$ cat src/rtl/plsg_defines.vh
// Purpose: constants for the link setup and gmii block
// Assumes: 40 MHz system clock
// Notes: offsets are register indexes on the plain port
`ifndef PLSG_DEFINES_VH
`define PLSG_DEFINES_VH
`define PLSG_CLK_MHZ 40
`define PLSG_REG_BC 5'h00
`define PLSG_REG_BS 5'h01
`define PLSG_REG_PA 5'h05
`define PLSG_REG_NX 5'h06
`define PLSG_REG_GP 5'h0a
`define PLSG_REG_XC 5'h1c
`define PLSG_BC_RESET 16'h1140
`define PLSG_BC_SPD_LSB 6
`define PLSG_BC_DUPLEX 8
`define PLSG_BC_RESTART 9
`define PLSG_BC_AN_EN 12
`define PLSG_BC_SPD_MSB 13
`define PLSG_XC_AUTO_OFF 6
`define PLSG_XC_MDIX 7
`define PLSG_MODE_GMII 4'h1
`define PLSG_SKEW_MAX_NS 60
`define PLSG_T_BURST_US 16000
`define PLSG_T_PULSE_US 68
`define PLSG_T_FLP_MIN_NS 17200
`define PLSG_T_FLP_MAX_US 185
`define PLSG_T_RXB_MIN_US 6800
`define PLSG_T_RXB_MAX_US 112000
`define PLSG_T_DD_MIN_NS 35400
`define PLSG_T_DD_MAX_US 95
`define PLSG_T_NLP_MIN_US 4500
`define PLSG_T_NLP_MAX_US 30000
`define PLSG_T_LOSS_US 52000
`define PLSG_T_BREAK_US 1480000
`define PLSG_T_PD_US 830000
`define PLSG_T_LEN_US 1000000
`define PLSG_MII_DIV 8
`endif

$ cat src/rtl/plsg_top.v
// Purpose: link setup control (crossover, pair fixes, negotiation) and gmii/mii
// Assumes: line dsp runs on sys_clk; gtx_clk and mac transmit pins are asynchronous
// Notes: analog path and line coding stay outside; clocks enter as inputs
`timescale 1ns/100ps
`include "plsg_defines.vh"

module plsg_top #(
  parameter T_BREAK_CYC = `PLSG_T_BREAK_US * `PLSG_CLK_MHZ,
  parameter T_PD_CYC = `PLSG_T_PD_US * `PLSG_CLK_MHZ,
  parameter T_LEN_CYC = `PLSG_T_LEN_US * `PLSG_CLK_MHZ,
  parameter T_LOSS_CYC = `PLSG_T_LOSS_US * `PLSG_CLK_MHZ,
  parameter T_BURST_CYC = `PLSG_T_BURST_US * `PLSG_CLK_MHZ,
  parameter [5:0] OWN_ABILITY = 6'h3f
)(
  input wire sys_clk,
  input wire rst_n,
  input wire [4:0] reg_addr,
  input wire [15:0] reg_wdata,
  input wire reg_wr,
  input wire reg_rd,
  output reg [15:0] reg_rdata,
  input wire [3:0] mode_strap,
  input wire ref_clock_out_strap,
  input wire ref_clk_25,
  input wire pll_clk_125,
  output wire ref_clock_out_pin,
  input wire xover_seen,
  input wire xover_partner_mdix,
  output reg line_mdix,
  input wire [7:0] chan_order_seen,
  output reg [7:0] chan_order_fix,
  input wire [27:0] pair_skew_ns,
  output reg [27:0] pair_delay_ns,
  output reg skew_fault,
  input wire [3:0] pair_inverted,
  output reg [3:0] pair_invert_fix,
  input wire page_valid,
  input wire [15:0] page_base,
  input wire [15:0] page_gig,
  input wire [9:0] own_seed,
  input wire pd_seen_100,
  input wire pd_seen_10,
  input wire line_ok,
  output reg flp_burst,
  output reg link_up,
  output reg [1:0] speed,
  output reg full_duplex,
  output reg gig_master,
  input wire gtx_clk,
  input wire tx_en,
  input wire [7:0] txd,
  input wire tx_er,
  output reg line_tx_valid,
  output reg [7:0] line_tx_data,
  output reg line_tx_err,
  input wire line_rx_valid,
  input wire [7:0] line_rx_data,
  input wire line_rx_err,
  input wire line_carrier,
  output reg rx_clk,
  output reg rx_dv,
  output reg [7:0] rxd,
  output reg rx_er,
  output reg mii_tx_clk,
  output reg crs,
  output reg col,
  output reg gmii_mode
);

// ------------------------------------------------------------
// states and helpers
// ------------------------------------------------------------
localparam ST_OFF = 3'd0; // negotiation off, forced mode
localparam ST_BREAK = 3'd1; // hold link down
localparam ST_ABIL = 3'd2; // wait for page or fixed signalling
localparam ST_PDW = 3'd3; // parallel detection wait
localparam ST_LEN = 3'd4; // link enable wait
localparam ST_UP = 3'd5; // link established

// highest common mode, 6 = none (1000f,1000h,100f,100h,10f,10h)
function [2:0] plsg_best;
  input [5:0] com;
  begin
    if (com[5]) plsg_best = 3'd0;
    else if (com[4]) plsg_best = 3'd1;
    else if (com[3]) plsg_best = 3'd2;
    else if (com[2]) plsg_best = 3'd3;
    else if (com[1]) plsg_best = 3'd4;
    else if (com[0]) plsg_best = 3'd5;
    else plsg_best = 3'd6;
  end
endfunction

// two-flop synchroniser stage holder
reg [11:0] sync1; // first stage, read only by sync2
reg [11:0] sync2;
reg gtx_prev; // previous synced gtx clock level

// ------------------------------------------------------------
// registers
// ------------------------------------------------------------
reg [15:0] bc; // basic_control
reg [15:0] pa; // partner_ability
reg [15:0] gp; // gigabit_partner_status
reg [1:0] xc; // crossover_control bits 7:6
reg an_done; // negotiation complete
reg partner_an; // partner negotiates
reg restart_req; // pending restart
reg [15:0] act; // active copy of basic_control
reg [2:0] state;
reg [31:0] tmr; // state interval timer
reg [31:0] btmr; // burst spacing timer
reg [31:0] ltmr; // link loss timer
reg strap_done; // straps caught once
reg ref_en; // reference clock out enable
reg [3:0] div; // mii clock divider
reg [4:0] strap_s1; // strap pins, first stage
reg [4:0] strap_s2; // strap pins, settled copy
wire spd_wr; // write that changes speed bits
wire [5:0] com; // common abilities
wire [2:0] best;
integer i;

assign spd_wr = reg_wr && reg_addr == `PLSG_REG_BC &&
  ({reg_wdata[`PLSG_BC_SPD_MSB], reg_wdata[`PLSG_BC_SPD_LSB]} !=
   {act[`PLSG_BC_SPD_MSB], act[`PLSG_BC_SPD_LSB]});
assign com = OWN_ABILITY & {page_gig[11:10], page_base[8:5]};
assign best = plsg_best(com);
// clock gated by strap only; no logic sits in the clock path beyond this
assign ref_clock_out_pin = pll_clk_125 & ref_en;

// ------------------------------------------------------------
// register write and read port
// ------------------------------------------------------------
always @(posedge sys_clk or negedge rst_n)
begin
  if (!rst_n)
  begin
    bc <= `PLSG_BC_RESET;
    xc <= 2'h0;
    restart_req <= 1'b0;
    reg_rdata <= 16'h0000;
  end
  else
  begin
    // restart bit self clears once the fsm takes it
    if (state == ST_BREAK)
      restart_req <= 1'b0;
    if (reg_wr && reg_addr == `PLSG_REG_BC)
    begin
      bc <= reg_wdata & 16'hfdff;
      if (reg_wdata[`PLSG_BC_RESTART] || spd_wr)
        restart_req <= 1'b1;
    end
    if (reg_wr && reg_addr == `PLSG_REG_XC)
      xc <= {reg_wdata[`PLSG_XC_MDIX], reg_wdata[`PLSG_XC_AUTO_OFF]};
    reg_rdata <= 16'h0000;
    if (reg_rd)
    begin
      case (reg_addr)
        `PLSG_REG_BC: reg_rdata <= {bc[15:10], restart_req, bc[8:0]};
        `PLSG_REG_BS: reg_rdata <= {10'h000, an_done, 1'b0, 1'b1, link_up, 2'b00};
        `PLSG_REG_PA: reg_rdata <= pa;
        `PLSG_REG_NX: reg_rdata <= {15'h0, partner_an};
        `PLSG_REG_GP: reg_rdata <= gp;
        `PLSG_REG_XC: reg_rdata <= {7'h0, line_mdix, xc, 6'h0};
        default: reg_rdata <= 16'h0000;
      endcase
    end
  end
end

// ------------------------------------------------------------
// straps, caught on the first edge after reset release
// ------------------------------------------------------------
// strap pins pass two flops; no reset, so they settle while reset is held
always @(posedge sys_clk)
begin
  strap_s1 <= {mode_strap, ref_clock_out_strap};
  strap_s2 <= strap_s1;
end

// capture once; needs reset held for at least two clocks
always @(posedge sys_clk or negedge rst_n)
begin
  if (!rst_n)
  begin
    strap_done <= 1'b0;
    ref_en <= 1'b0;
    gmii_mode <= 1'b0;
  end
  else if (!strap_done)
  begin
    strap_done <= 1'b1;
    ref_en <= strap_s2[0];
    gmii_mode <= (strap_s2[4:1] == `PLSG_MODE_GMII);
  end
end

// ------------------------------------------------------------
// crossover, pair order, skew and polarity
// ------------------------------------------------------------
always @(posedge sys_clk or negedge rst_n)
begin
  if (!rst_n)
  begin
    line_mdix <= 1'b0;
    chan_order_fix <= 8'he4;
    pair_delay_ns <= 28'h0;
    skew_fault <= 1'b0;
    pair_invert_fix <= 4'h0;
  end
  else
  begin
    // mdix swaps a/b and c/d in the line front end
    if (xc[0])
      line_mdix <= xc[1];
    else if (xover_seen && !link_up)
      line_mdix <= !xover_partner_mdix;
    pair_invert_fix <= pair_inverted;
    if (speed == 2'd2)
    begin
      chan_order_fix <= chan_order_seen;
      skew_fault <= 1'b0;
      for (i = 0; i < 4; i = i + 1)
      begin
        // pad each pair up to the late limit so all four streams align
        pair_delay_ns[i*7 +: 7] <= 7'd`PLSG_SKEW_MAX_NS - pair_skew_ns[i*7 +: 7];
        if (pair_skew_ns[i*7 +: 7] > 7'd`PLSG_SKEW_MAX_NS)
          skew_fault <= 1'b1;
      end
    end
  end
end

// ------------------------------------------------------------
// negotiation state machine and timers
// ------------------------------------------------------------
always @(posedge sys_clk or negedge rst_n)
begin
  if (!rst_n)
  begin
    state <= ST_BREAK;
    act <= `PLSG_BC_RESET;
    tmr <= 32'h0;
    btmr <= 32'h0;
    ltmr <= 32'h0;
    flp_burst <= 1'b0;
    link_up <= 1'b0;
    an_done <= 1'b0;
    partner_an <= 1'b0;
    pa <= 16'h0;
    gp <= 16'h0;
    speed <= 2'd2;
    full_duplex <= 1'b1;
    gig_master <= 1'b0;
  end
  else
  begin
    tmr <= tmr + 32'd1;
    flp_burst <= 1'b0;
    // burst spacing only while negotiating
    if (state == ST_ABIL && act[`PLSG_BC_AN_EN])
    begin
      btmr <= (btmr >= T_BURST_CYC - 1) ? 32'h0 : btmr + 32'd1;
      flp_burst <= (btmr == 32'h0);
    end
    else
      btmr <= 32'h0;
    if (restart_req)
    begin
      state <= ST_BREAK;
      act <= bc;
      tmr <= 32'h0;
      link_up <= 1'b0;
      an_done <= 1'b0;
    end
    else
    begin
      case (state)
        ST_BREAK:
        begin
          if (tmr >= T_BREAK_CYC - 1)
          begin
            tmr <= 32'h0;
            act <= bc;
            state <= bc[`PLSG_BC_AN_EN] ? ST_ABIL : ST_OFF;
          end
        end
        ST_OFF:
        begin
          // forced mode; gigabit cannot be forced, falls back to 100
          speed <= (act[`PLSG_BC_SPD_LSB] && !act[`PLSG_BC_SPD_MSB]) ? 2'd1 :
            {1'b0, act[`PLSG_BC_SPD_MSB]};
          full_duplex <= act[`PLSG_BC_DUPLEX];
          link_up <= line_ok;
        end
        ST_ABIL:
        begin
          if (page_valid && best != 3'd6 &&
              !(best < 3'd2 && page_gig[9:0] == own_seed))
          begin
            partner_an <= 1'b1;
            pa <= page_base;
            gp <= {page_gig[15:12], page_gig[11:10], 10'h0};
            gig_master <= own_seed > page_gig[9:0];
            speed <= (best < 3'd2) ? 2'd2 : (best < 3'd4) ? 2'd1 : 2'd0;
            full_duplex <= !best[0];
            tmr <= 32'h0;
            state <= ST_LEN;
          end
          else if (pd_seen_100 || pd_seen_10)
          begin
            partner_an <= 1'b0;
            speed <= pd_seen_100 ? 2'd1 : 2'd0;
            full_duplex <= 1'b0;
            tmr <= 32'h0;
            state <= ST_PDW;
          end
        end
        ST_PDW:
        begin
          if (!(pd_seen_100 || pd_seen_10))
            state <= ST_ABIL;
          else if (tmr >= T_PD_CYC - 1)
          begin
            tmr <= 32'h0;
            state <= ST_LEN;
          end
        end
        ST_LEN:
        begin
          if (line_ok)
          begin
            state <= ST_UP;
            link_up <= 1'b1;
            an_done <= partner_an;
            ltmr <= 32'h0;
          end
          else if (tmr >= T_LEN_CYC - 1)
          begin
            tmr <= 32'h0;
            state <= ST_ABIL;
          end
        end
        ST_UP:
        begin
          ltmr <= line_ok ? 32'h0 : ltmr + 32'd1;
          if (ltmr >= T_LOSS_CYC - 1)
          begin
            // link drop applies pending settings
            link_up <= 1'b0;
            an_done <= 1'b0;
            act <= bc;
            tmr <= 32'h0;
            state <= bc[`PLSG_BC_AN_EN] ? ST_ABIL : ST_OFF;
          end
        end
        default: state <= ST_BREAK;
      endcase
    end
  end
end

// ------------------------------------------------------------
// gmii transmit: gtx clock sampled, rising edge takes the byte
// ------------------------------------------------------------
always @(posedge sys_clk or negedge rst_n)
begin
  if (!rst_n)
  begin
    sync1 <= 12'h0;
    sync2 <= 12'h0;
    gtx_prev <= 1'b0;
    line_tx_valid <= 1'b0;
    line_tx_data <= 8'h00;
    line_tx_err <= 1'b0;
  end
  else
  begin
    sync1 <= {gtx_clk, tx_en, tx_er, txd, ref_clk_25};
    sync2 <= sync1;
    gtx_prev <= sync2[11];
    line_tx_valid <= 1'b0;
    if (sync2[11] && !gtx_prev && link_up)
    begin
      line_tx_valid <= sync2[10];
      line_tx_data <= sync2[8:1];
      line_tx_err <= sync2[9];
    end
  end
end

// ------------------------------------------------------------
// receive path, carrier and collision, mii clock
// ------------------------------------------------------------
always @(posedge sys_clk or negedge rst_n)
begin
  if (!rst_n)
  begin
    rx_clk <= 1'b0;
    rx_dv <= 1'b0;
    rxd <= 8'h00;
    rx_er <= 1'b0;
    crs <= 1'b0;
    col <= 1'b0;
    div <= 4'h0;
    mii_tx_clk <= 1'b0;
  end
  else
  begin
    // data changes with the clock low so the mac sees it on the rise
    rx_clk <= 1'b0;
    if (line_rx_valid)
    begin
      rx_dv <= link_up;
      rxd <= line_rx_data;
      rx_er <= line_rx_err;
    end
    else
      rx_clk <= 1'b1;
    crs <= line_carrier || (!full_duplex && sync2[10]);
    col <= !full_duplex && line_carrier && sync2[10];
    // mii clock: divided from sys_clk, driven only in gmii mode outside gigabit
    div <= (div == 4'd`PLSG_MII_DIV - 4'd1) ? 4'h0 : div + 4'd1;
    if (div == 4'h0)
      mii_tx_clk <= gmii_mode && speed != 2'd2 && !mii_tx_clk;
  end
end

endmodule

$ cat config.mk
export PLATFORM = sky130hd
export DESIGN_NAME = plsg_top
export DESIGN_NICKNAME = d
export VERILOG_FILES = /design/src/rtl/plsg_top.v
export VERILOG_INCLUDE_DIRS = /design/src /design/src/rtl
export SDC_FILE = /design/constraint.sdc
export NUM_CORES = 1
export LEC_CHECK = 0
export BUFFER_PORTS_ARGS = -buffer_cell sky130_fd_sc_hd__clkbuf_2
export CAP_MARGIN = 20
export CORE_MARGIN = 3
export CORE_UTILIZATION = 45
export CTS_CLUSTER_DIAMETER = 40
export CTS_CLUSTER_SIZE = 14
export DETAILED_ROUTE_END_ITERATION = 10
export PLACE_DENSITY = 0.73
export RECOVER_POWER = 100
export SLEW_MARGIN = 20
export SYNTH_ARGS = -nofsm -noshare
export SYNTH_HDL_FRONTEND = slang
export SYNTH_SLANG_ARGS = --single-unit
export TNS_END_PERCENT = 5
$ cat constraint.sdc
create_clock -name sys_clk -period 4.2 [get_ports sys_clk]
set_input_delay 0.42 -clock sys_clk [delete_from_list [all_inputs] [get_ports sys_clk]]
set_output_delay 0.42 -clock sys_clk [all_outputs]
set_load 0.01 [all_outputs]
* Word-level counts from Yosys, hierarchy flattened
Cells that the tools add are included.
** Operators by class
- Add/subtract/negate cells :: 8
- Multiply operators :: 0
- Divide/modulo/power cells :: 0
- Magnitude comparators :: 12
- Equality and inequality tests :: 26
- Shifts and indexed selects :: 0
- Mux-type cells :: 69
- Bitwise operators :: 2
- Reduce and logical (&&, ||, !) cells :: 46
** Operators by type and width (number)
- $mux W32 :: 13
- $pmux W32 S5 :: 1
- $add A32 B1 Y32 const B :: 3
- $pmux W16 S6 :: 1
- $ge A32 B26 Y1 const B :: 2
- $pmux W32 S2 :: 1
- $mux W14 :: 3
- $mux W3 :: 13
- $ge A32 B20 Y1 const B :: 1
- $ge A32 B21 Y1 const B :: 1
- $ge A32 B25 Y1 const B :: 1
- $logic_not A32 Y1 :: 1
- $gt A7 B6 Y1 const B :: 4
- $pmux W14 S2 :: 1
- $sub A6 B7 Y7 const A :: 4
- $mux W1 :: 23
- $reduce_and A3 Y1 :: 7
- $pmux W3 S6 :: 1
- $logic_and A1 B1 Y1 :: 16
- $mux W16 :: 1
- $mux W2 :: 6
- $eq A10 B10 Y1 :: 1
- $eq A5 B3 Y1 const B :: 2
- $gt A10 B10 Y1 :: 1
- other kinds (34) :: 55
** Storage, ports and cells
- Register bits :: 285
- Latch bits :: 0
- Bits in writable memories :: 0
- Memory bits (read-only) :: 0
- Input bits :: 142
- Output and inout port bits :: 90
- Word-level logic and storage cells :: 205
- Memories :: 0

* Logic depth before layout (Yosys ltp)
Gate-level depths: netlist of run 1.
- Depth in word-level cells :: 13
- Depth in mapped cells :: 11
- Gate-level depth less buffers :: 9

* Worst setup path before layout of run 1
OpenSTA, ideal clock, no wires.
- Path type :: input to register
- Start :: in page_gig[9]
- End :: reg gp[10]
- Library setup time :: 0.125 ns
- Arrival time :: 2.308 ns
- Data required time :: 4.075 ns
- Path slack :: 1.767 ns
- Stages on the path :: 10
- Cell sequence :: inv_1 > ha_1 > and4_1 > nand4bb_1 > and3_1 > clkbuf_1 > nand2_1 > nor2_2 > buf_2 > mux2_2
** On the way
- Longest elaborated chain between the ends :: 5
** Ends and longest elaborated chain
- from (decl) :: RTL line plsg_top.v:39 : input wire [15:0] page_gig,
- $eq A10 B10 Y1 :: RTL line plsg_top.v:301 : !(best < 3'd2 && page_gig[9:0] == own_seed))
- $logic_and A1 B1 Y1 :: RTL line plsg_top.v:301
- $logic_not A1 Y1 :: RTL line plsg_top.v:301
- $logic_and A1 B1 Y1 :: RTL line plsg_top.v:300 : if (page_valid && best != 3'd6 &&
- $reduce_and A3 Y1 (no line)
- to (signal assigned) :: RTL line plsg_top.v:305 : gp <= {page_gig[15:12], page_gig[11:10], 10'h0};
- to (decl) :: RTL line plsg_top.v:104 : reg [15:0] gp;
Every way passes these cells.
A chain may end at the register's enable or synchronous reset.

* Worst setup path in the final report of run 1
- Start :: reg tmr[0]
- End :: reg tmr[6]
** On the way
- Longest elaborated chain between the ends :: 5
** Ends and longest elaborated chain
- from (decl) :: RTL line plsg_top.v:111 : reg [31:0] tmr;
- from (signal assigned) :: RTL line plsg_top.v:260 : tmr <= tmr + 32'd1;
- $add A32 B1 Y32 (tied with other cells) :: RTL line plsg_top.v:260
- $mux W32 (on tied branches) :: RTL line plsg_top.v:340, plsg_top.v:312, plsg_top.v:325
- $mux W32 (on tied branches) :: RTL line plsg_top.v:333, plsg_top.v:300, plsg_top.v:323
- $pmux W32 S5 * :: RTL line plsg_top.v:280 : case (state)
- $mux W32 * :: RTL line plsg_top.v:270 : if (restart_req)
Mark *: on every way between the ends. The rest lies on a longest branch, timed or not.

==> results.yml, run 1 <==
synth:
  synth_warnings: 0
  postSynthAreaPerCell_sq_um: 10.6
  synth-seq-area-share_pct: 55.9
  synth-edff-count: 0
  synth_flop_cell: "dfrtp_1"
  synth_largest_area_cell: "dfrtp_1"
  synth.most_common_cell: "dfrtp_1"
  syn_area_sq_mm: 0.0122
  synthArstFlopShare_pct: 96.3
  synthTopCellsByArea: "dfrtp_1 (51%), mux2_2 (6.0%), nand2_1 (4.3%), nor2_1 (3.8%), xor2_1 (3.3%)"
  synth_top_area_share_pct: 51.4
  synthTopCellsByCount: "dfrtp_1 (250), nand2_1 (138), nor2_1 (123)"
  ys_seq_elements: 273
  netlist_instances: 1143
  ys_types: 71
timing:
  finalSetupViolCount: 0
  hold_viol_final: 0
  slew_viol_final: 159
  finalCritPeriodShare_pct: 76.0
  min_period_ps: 3190
  fin_tns_setup_ps: 0
  worstMarginPinSlew_ps: 2490
  skew_ps: 25.8
  fmax_mhz: 313
  grt_setup_unrepaired: "false"
  slew_headroom_pct: -65.8
floorplan:
  core-area_sq_mm: 0.0263
  die_h_um: 170
  die-area_sq_mm: 0.0290
  num_rows: 59
  boundaryPins: 232
  fp.dieW_um: 170
  initial_core_util_pct: 46.3
status:
  violations: "capacitance limit, slew limit"
  status: "finished with violations"
placed_design:
  place.gp.congestion: 0.824
  io_buffer_count: 230
  hpwl_um: 19400
min_path:
  holdCritPathClass: "in -> reg"
cts:
  clockRootBuffer: "clkbuf_16"
  cts_buffers: 42
  htreeDepth: 2
  clk_latency_ps: 540
  cts_setup_buffers: 0
  clock_sinks: 273
  ctsLongestPathBuffers: 3
  cts_tree: "built"
  clk_pin_slew_ps: 50
global_routing:
  grt_use_total_pct: 19.2
  gr-total-overflow: 0
  antenna_found_initial: 0
  grt_first_pass_wirelength_um: 46200
  grt_max_degree: 96
  grt_pass1_vias: 9569
power:
  finalPower_mw: 6.73
  power_density_mw_per_mm2: 444
  peakVddDrop_uv: 310
  power.static_leakage_nw: 7.09
layout:
  layout-drive-gt1-share_pct: 21.2
  area_growth_pct: 24.7
  n_antenna_cell: 0
  num-nets-final: 1579
worst_setup_path:
  crit_type: "reg -> reg"
  crit_arrival_ps: 3540
  cp_data_required_time_ps: 4550
  cp-end-kind: "flip-flop"
  cp_max_fo: 32
  crit_path_start_kind: "flip-flop"
routing:
  route.detailed.drc: 0
  drtAntennaViolNets: 0
  drtIter0Drc: 600
  firstDrtPassIters: 7
  wl_um: 28000
  vias: 9354
  routedWlPerCell_um: 15.7
  via_per_inst: 5.24
job:
  maxCapViolations: 2
==> cells in the final DEF (no fill, tap or decap), types with 5 or more instances in the layout <==
| master | n |
|---|---|
| xor2_1 | 46 |
| clkbuf_1 | 97 |
| nand2_1 | 138 |
| clkbuf_16 | 43 |
| nand3_1 | 40 |
| clkbuf_2 | 139 |
| nor2_1 | 124 |
| a21oi_1 | 27 |
| nand4_1 | 20 |
| ha_1 | 20 |
| nor3_1 | 27 |
| inv_6 | 11 |
| a21o_1 | 11 |
| xnor2_1 | 35 |
| inv_1 | 45 |
| dfstp_2 | 11 |
| o21ai_0 | 69 |
| conb_1 | 13 |
| dfxtp_1 | 10 |
| nand2b_1 | 5 |
| a222oi_1 | 6 |
| a31oi_1 | 13 |
| or3_1 | 7 |
| nor4_1 | 11 |
| dfrtp_1 | 250 |
| dlygate4sd3_1 | 20 |
| and3_1 | 20 |
| a22oi_1 | 10 |
| and4_1 | 9 |
| o31ai_1 | 6 |
| inv_8 | 6 |
| or4_1 | 5 |
| mux2_2 | 63 |
| nor2b_1 | 10 |
==> flip-flops by register name, indices dropped and copies added, names as in the netlist, 2 cells and up <==
register         cells
chan_order_fix       8
tmr                 32
strap_s1             5
ltmr                32
gp                   6
strap_s2             5
pair_invert_fix      4
state                3
xc                   2
btmr                32
act                  4
rxd                  8
pa                  16
reg_rdata           16
speed                2
sync2               11
sync1               11
pair_delay_ns       28
line_tx_data         8
bc                  15
div                  4
==> worst paths after layout <==
| check | startpoint | end | slack (ps) | depth (start not counted) |
|---|---|---|---|---|
| max | tmr[0] | tmr[6] | 1010 | 8 |
| min | txd[5] | sync1[6] | 30 | 1 |
| max reg2reg | tmr[0] | tmr[6] | 1010 | 8 |
| min reg2reg | strap_s1[2] | strap_s2[2] | 320 | 0 |
| max in group asynchronous | rst_n | ltmr[31] | 1200 | 3 |
| min in group asynchronous | rst_n | pair_invert_fix[1] | 1190 | 2 |
==> what timing repair did <==
item | 4_1_cts | 5_1_grt
hold buffers | 20 | 0
hold endpoints to repair | 106 | 0
resized for setup | 0 | 0
setup endpoints to repair | 0 | 0
==> layer usage <==
layer / GRT usage (%) / up-vias / share of wire (%)
li1: - / 4535 / -
met5: 0 / - / 0
met4: 5.50 / 0 / 1.8
met3: 4.97 / 41 / 6.6
met2: 32.7 / 256 / 49
met1: 24.2 / 4522 / 43
==> report_power, final <==
part           internal [mW]  switching, mW
Combinational          0.187          0.210
Sequential              2.74         0.0690
Clock                   2.13           1.39
==> kinds of logic after synthesis <==
family / share of synthesized area, %
flops: 55.9
xor+xnor: 5.83
other cells: 0.0617
mux: 6.35
compound gates: 9.58
buf+inv: 2.98
fa+ha+maj: 2.06
simple gates: 17.3
==> stage by stage <==
step | area [sq um] | instances | setup WS, ps | util, % | hold WS, ps
floorplan | 12200 | 1154 | 1770 | - | 124
finish | 15200 | 1786 | 1010 | 57.7 | 32.1
global placement | 13700 | 1688 | 1470 | 52.1 | 312
CTS | 15400 | 1786 | 1420 | 58.4 | 5.45
detailed placement | 13700 | 1688 | 1430 | 52.1 | 313
global route | 15200 | 1786 | 651 | 57.7 | 24.6
==> cell type report <==
cell class	count	area, sq um
clock buffer	46	1110
clock inverter	32	362
fill	2248	11100
inverter	45	169
multi-input combinational	795	5010
sequential	273	6800
tap	335	419
timing repair buffer	260	1310
==> worst max-delay path, cell delays in order, from the launching register on <==
cell	delay (ps)
dfrtp_1	360
ha_1	200
and3_1	270
a31oi_1	130
nor4_1	440
nor3_1	100
o32a_1	370
o21ai_2	1000
nor2_1	140
No activity file was read; power rests on OpenSTA's default activity.
==> inputs of run 2 (changes only) <==
Clock period 4.2 ns to 3.2 ns, I/O delays scaled along.
==> run 2 against run 1 <==
Effect of this change:
- the flow still finishes with violations (capacitance limit, slew limit)
- worst setup slack worse by 520 ps
- total power up 28%
- global-route usage down 0.068 points
- fmax up 18%
- hold slack worse by 8.5 ps
- clock skew down 8.5 ps
- design area up 0.84%
- first-iteration DRC count down 6.2%
- die area unchanged
- non-clock buffer count up 16
- sequential power up 31%
- combinational power up 36%
- critical path type unchanged
- largest power group unchanged
- highest routed layer unchanged
==> results.yml, run 2 (synthesis gave the netlist of run 1 again) <==
power:
  power_density_mw_per_mm2: 565
  peakVddDrop_uv: 429
  power.static_leakage_nw: 7.14
  finalPower_mw: 8.64
status:
  violations: "capacitance limit, slew limit"
  status: "finished with violations"
timing:
  timing.final.ws_setup_ps: 491
  slew_headroom_pct: -54.0
  min_period_ps: 2710
  fmax_mhz: 369
  fin_tns_setup_ps: 0
  finalSetupViolCount: 0
  hold_viol_final: 0
  worstMarginPinSlew_ps: 2310
  slew_viol_final: 147
  finalCritPeriodShare_pct: 84.7
  skew_ps: 17.3
  grt_setup_unrepaired: "false"
layout:
  finalCoreUtilization_pct: 58.2
  n_antenna_cell: 0
  final_area_sq_mm: 0.0153
  fillers: 2225
  area_growth_pct: 25.7
  reg.largest.list: "btmr x32, ltmr x32, tmr x32"
  layout-drive-gt1-share_pct: 21.4
  final_common_cell: "dfrtp_1"
  num-nets-final: 1593
  final_cell_mix: "dfrtp_1 (250), nand2_1 (138), clkbuf_2 (138)"
cts:
  cts_buffers: 40
  cts.repair.resized: 0
  htreeDepth: 2
  clk_pin_slew_ps: 60
  clock_sinks: 273
  clockRootBuffer: "clkbuf_16"
  cts_tree: "built"
  ctsLongestPathBuffers: 3
  clk_latency_ps: 520
worst_setup_path:
  reg2reg_to: "act[13]"
  cp_data_required_time_ps: 3600
  crit_type: "reg -> reg"
  reg2reg_slack_ps: 490
  cp-end-kind: "flip-flop"
  r2r_cells: 7
  crit_path_start_kind: "flip-flop"
  crit_arrival_ps: 3110
  cp_max_fo: 6
  path_delay_family: "compound AO/OA/AOI/OAI gates"
  reg2reg_from: "ltmr[0]"
  crit_buf_inv: 0
  critPathSlowestCell: "a211oi_1"
  crit_chain: "ha_1 -> nand4_1 -> o21ai_0 -> a211oi_1 -> a31oi_1 -> a31oi_2 -> mux2_2"
  critPathMaxStageDelay_ps: 690
floorplan:
  initial_core_util_pct: 46.3
  die_h_um: 170
  die-area_sq_mm: 0.0290
  num_rows: 59
  core-area_sq_mm: 0.0263
  fp.dieW_um: 170
  boundaryPins: 232
routing:
  via_per_inst: 5.24
  routedWlPerCell_um: 15.6
  m1WireLength_um: 12100
  route.top_layer_used: "met4"
  wl_um: 28000
  met2_length_um: 13300
  vias: 9423
  firstDrtPassIters: 7
  drtIter0Drc: 563
  wl_met3_um: 1910
  route.detailed.drc: 0
  drtAntennaViolNets: 0
placed_design:
  place.gp.congestion: 0.831
  hpwl_um: 19300
  io_buffer_count: 230
  post-place-ws_ps: 692
  dpl_cell_area_sq_mm: 0.0138
min_path:
  worstHoldPathCells: 2
  min_from: "reg_wdata[15]"
  holdCritPathClass: "in -> reg"
  hold_end: "bc[15]"
global_routing:
  antenna_found_initial: 0
  grt_first_pass_wirelength_um: 45800
  grt_max_degree: 99
  grt_use_total_pct: 19.1
  grt_pass1_vias: 9433
  gr-total-overflow: 0
job:
  maxCapViolations: 2
[run 2: cell types whose count changed in the layout (fill, tap and decap cells not counted), moves of 2 or more]
cell and change:
buf_12 +2, buf_4 +6, clkinv_4 +2, dlygate4sd3_1 +9, inv_8 -5, mux2_1 -2
mux2_2 +2
[run 2: worst reg2reg max path, stage by stage (launching register included)]
cell      delay (ps)
dfrtp_1          420
ha_1             300
nand4_1          170
o21ai_0          100
a211oi_1         690
a31oi_1          170
a31oi_2          370
mux2_2           370
[run 2: metrics by stage]
| step | hold WS [ps] | std cells |
|---|---|---|
| 4_1_cts | 2.20 | 1797 |
| 3_3_place_gp | 312 | 1694 |
| 6_report | 23.6 | 1798 |
| 2_1_floorplan | 24.4 | 1154 |
| 3_5_place_dp | 312 | 1694 |
| 5_1_grt | 10.7 | 1798 |
[run 2: where the power goes]
part | total (mW) | internal [mW] | switching (mW)
registers | 3.69 | 3.60 | 0.0904
logic | 0.538 | 0.259 | 0.279
clock network | 4.41 | 2.73 | 1.68
total | 8.64 | 6.59 | 2.05
[run 2: worst max path at each step]
| stage | from | to | slack [ps] | cells past startpoint |
|---|---|---|---|---|
| floorplan | page_gig[9] | gp[10] | 870 | 10 |
| global placement | page_gig[9] | pa[3] | 710 | 10 |
| detailed placement | tmr[0] | tmr[16] | 690 | 9 |
| CTS | tmr[0] | tmr[4] | 670 | 9 |
| global route | rst_n | ltmr[25] | 290 | 2 |
| finish | ltmr[0] | act[13] | 490 | 7 |
[run 2: final cells by class]
cell class                      count  area [sq um]  share of cell area [%]
Sequential cell                   273          6800                    44.4
Multi-Input combinational cell    795          5030                    32.9
Timing Repair Buffer              276          1490                    9.72
Clock buffer                       49          1120                    7.31
Tap cell                          335           419                    2.74
Clock inverter                     25           273                    1.78
Inverter                           45           169                    1.10
[run 2: what timing repair did]
action	4_1_cts	5_1_grt
hold buffers	29	0
buffers inserted	0	0
setup endpoints to repair	0	0
hold endpoints to repair	118	0
[run 2: per-layer routing]
layer	GRT usage [%]	vias up
met5	0	-
met4	6.53	0
met1	24.5	4559
met2	31.6	261
li1	-	4548
met3	5.02	55
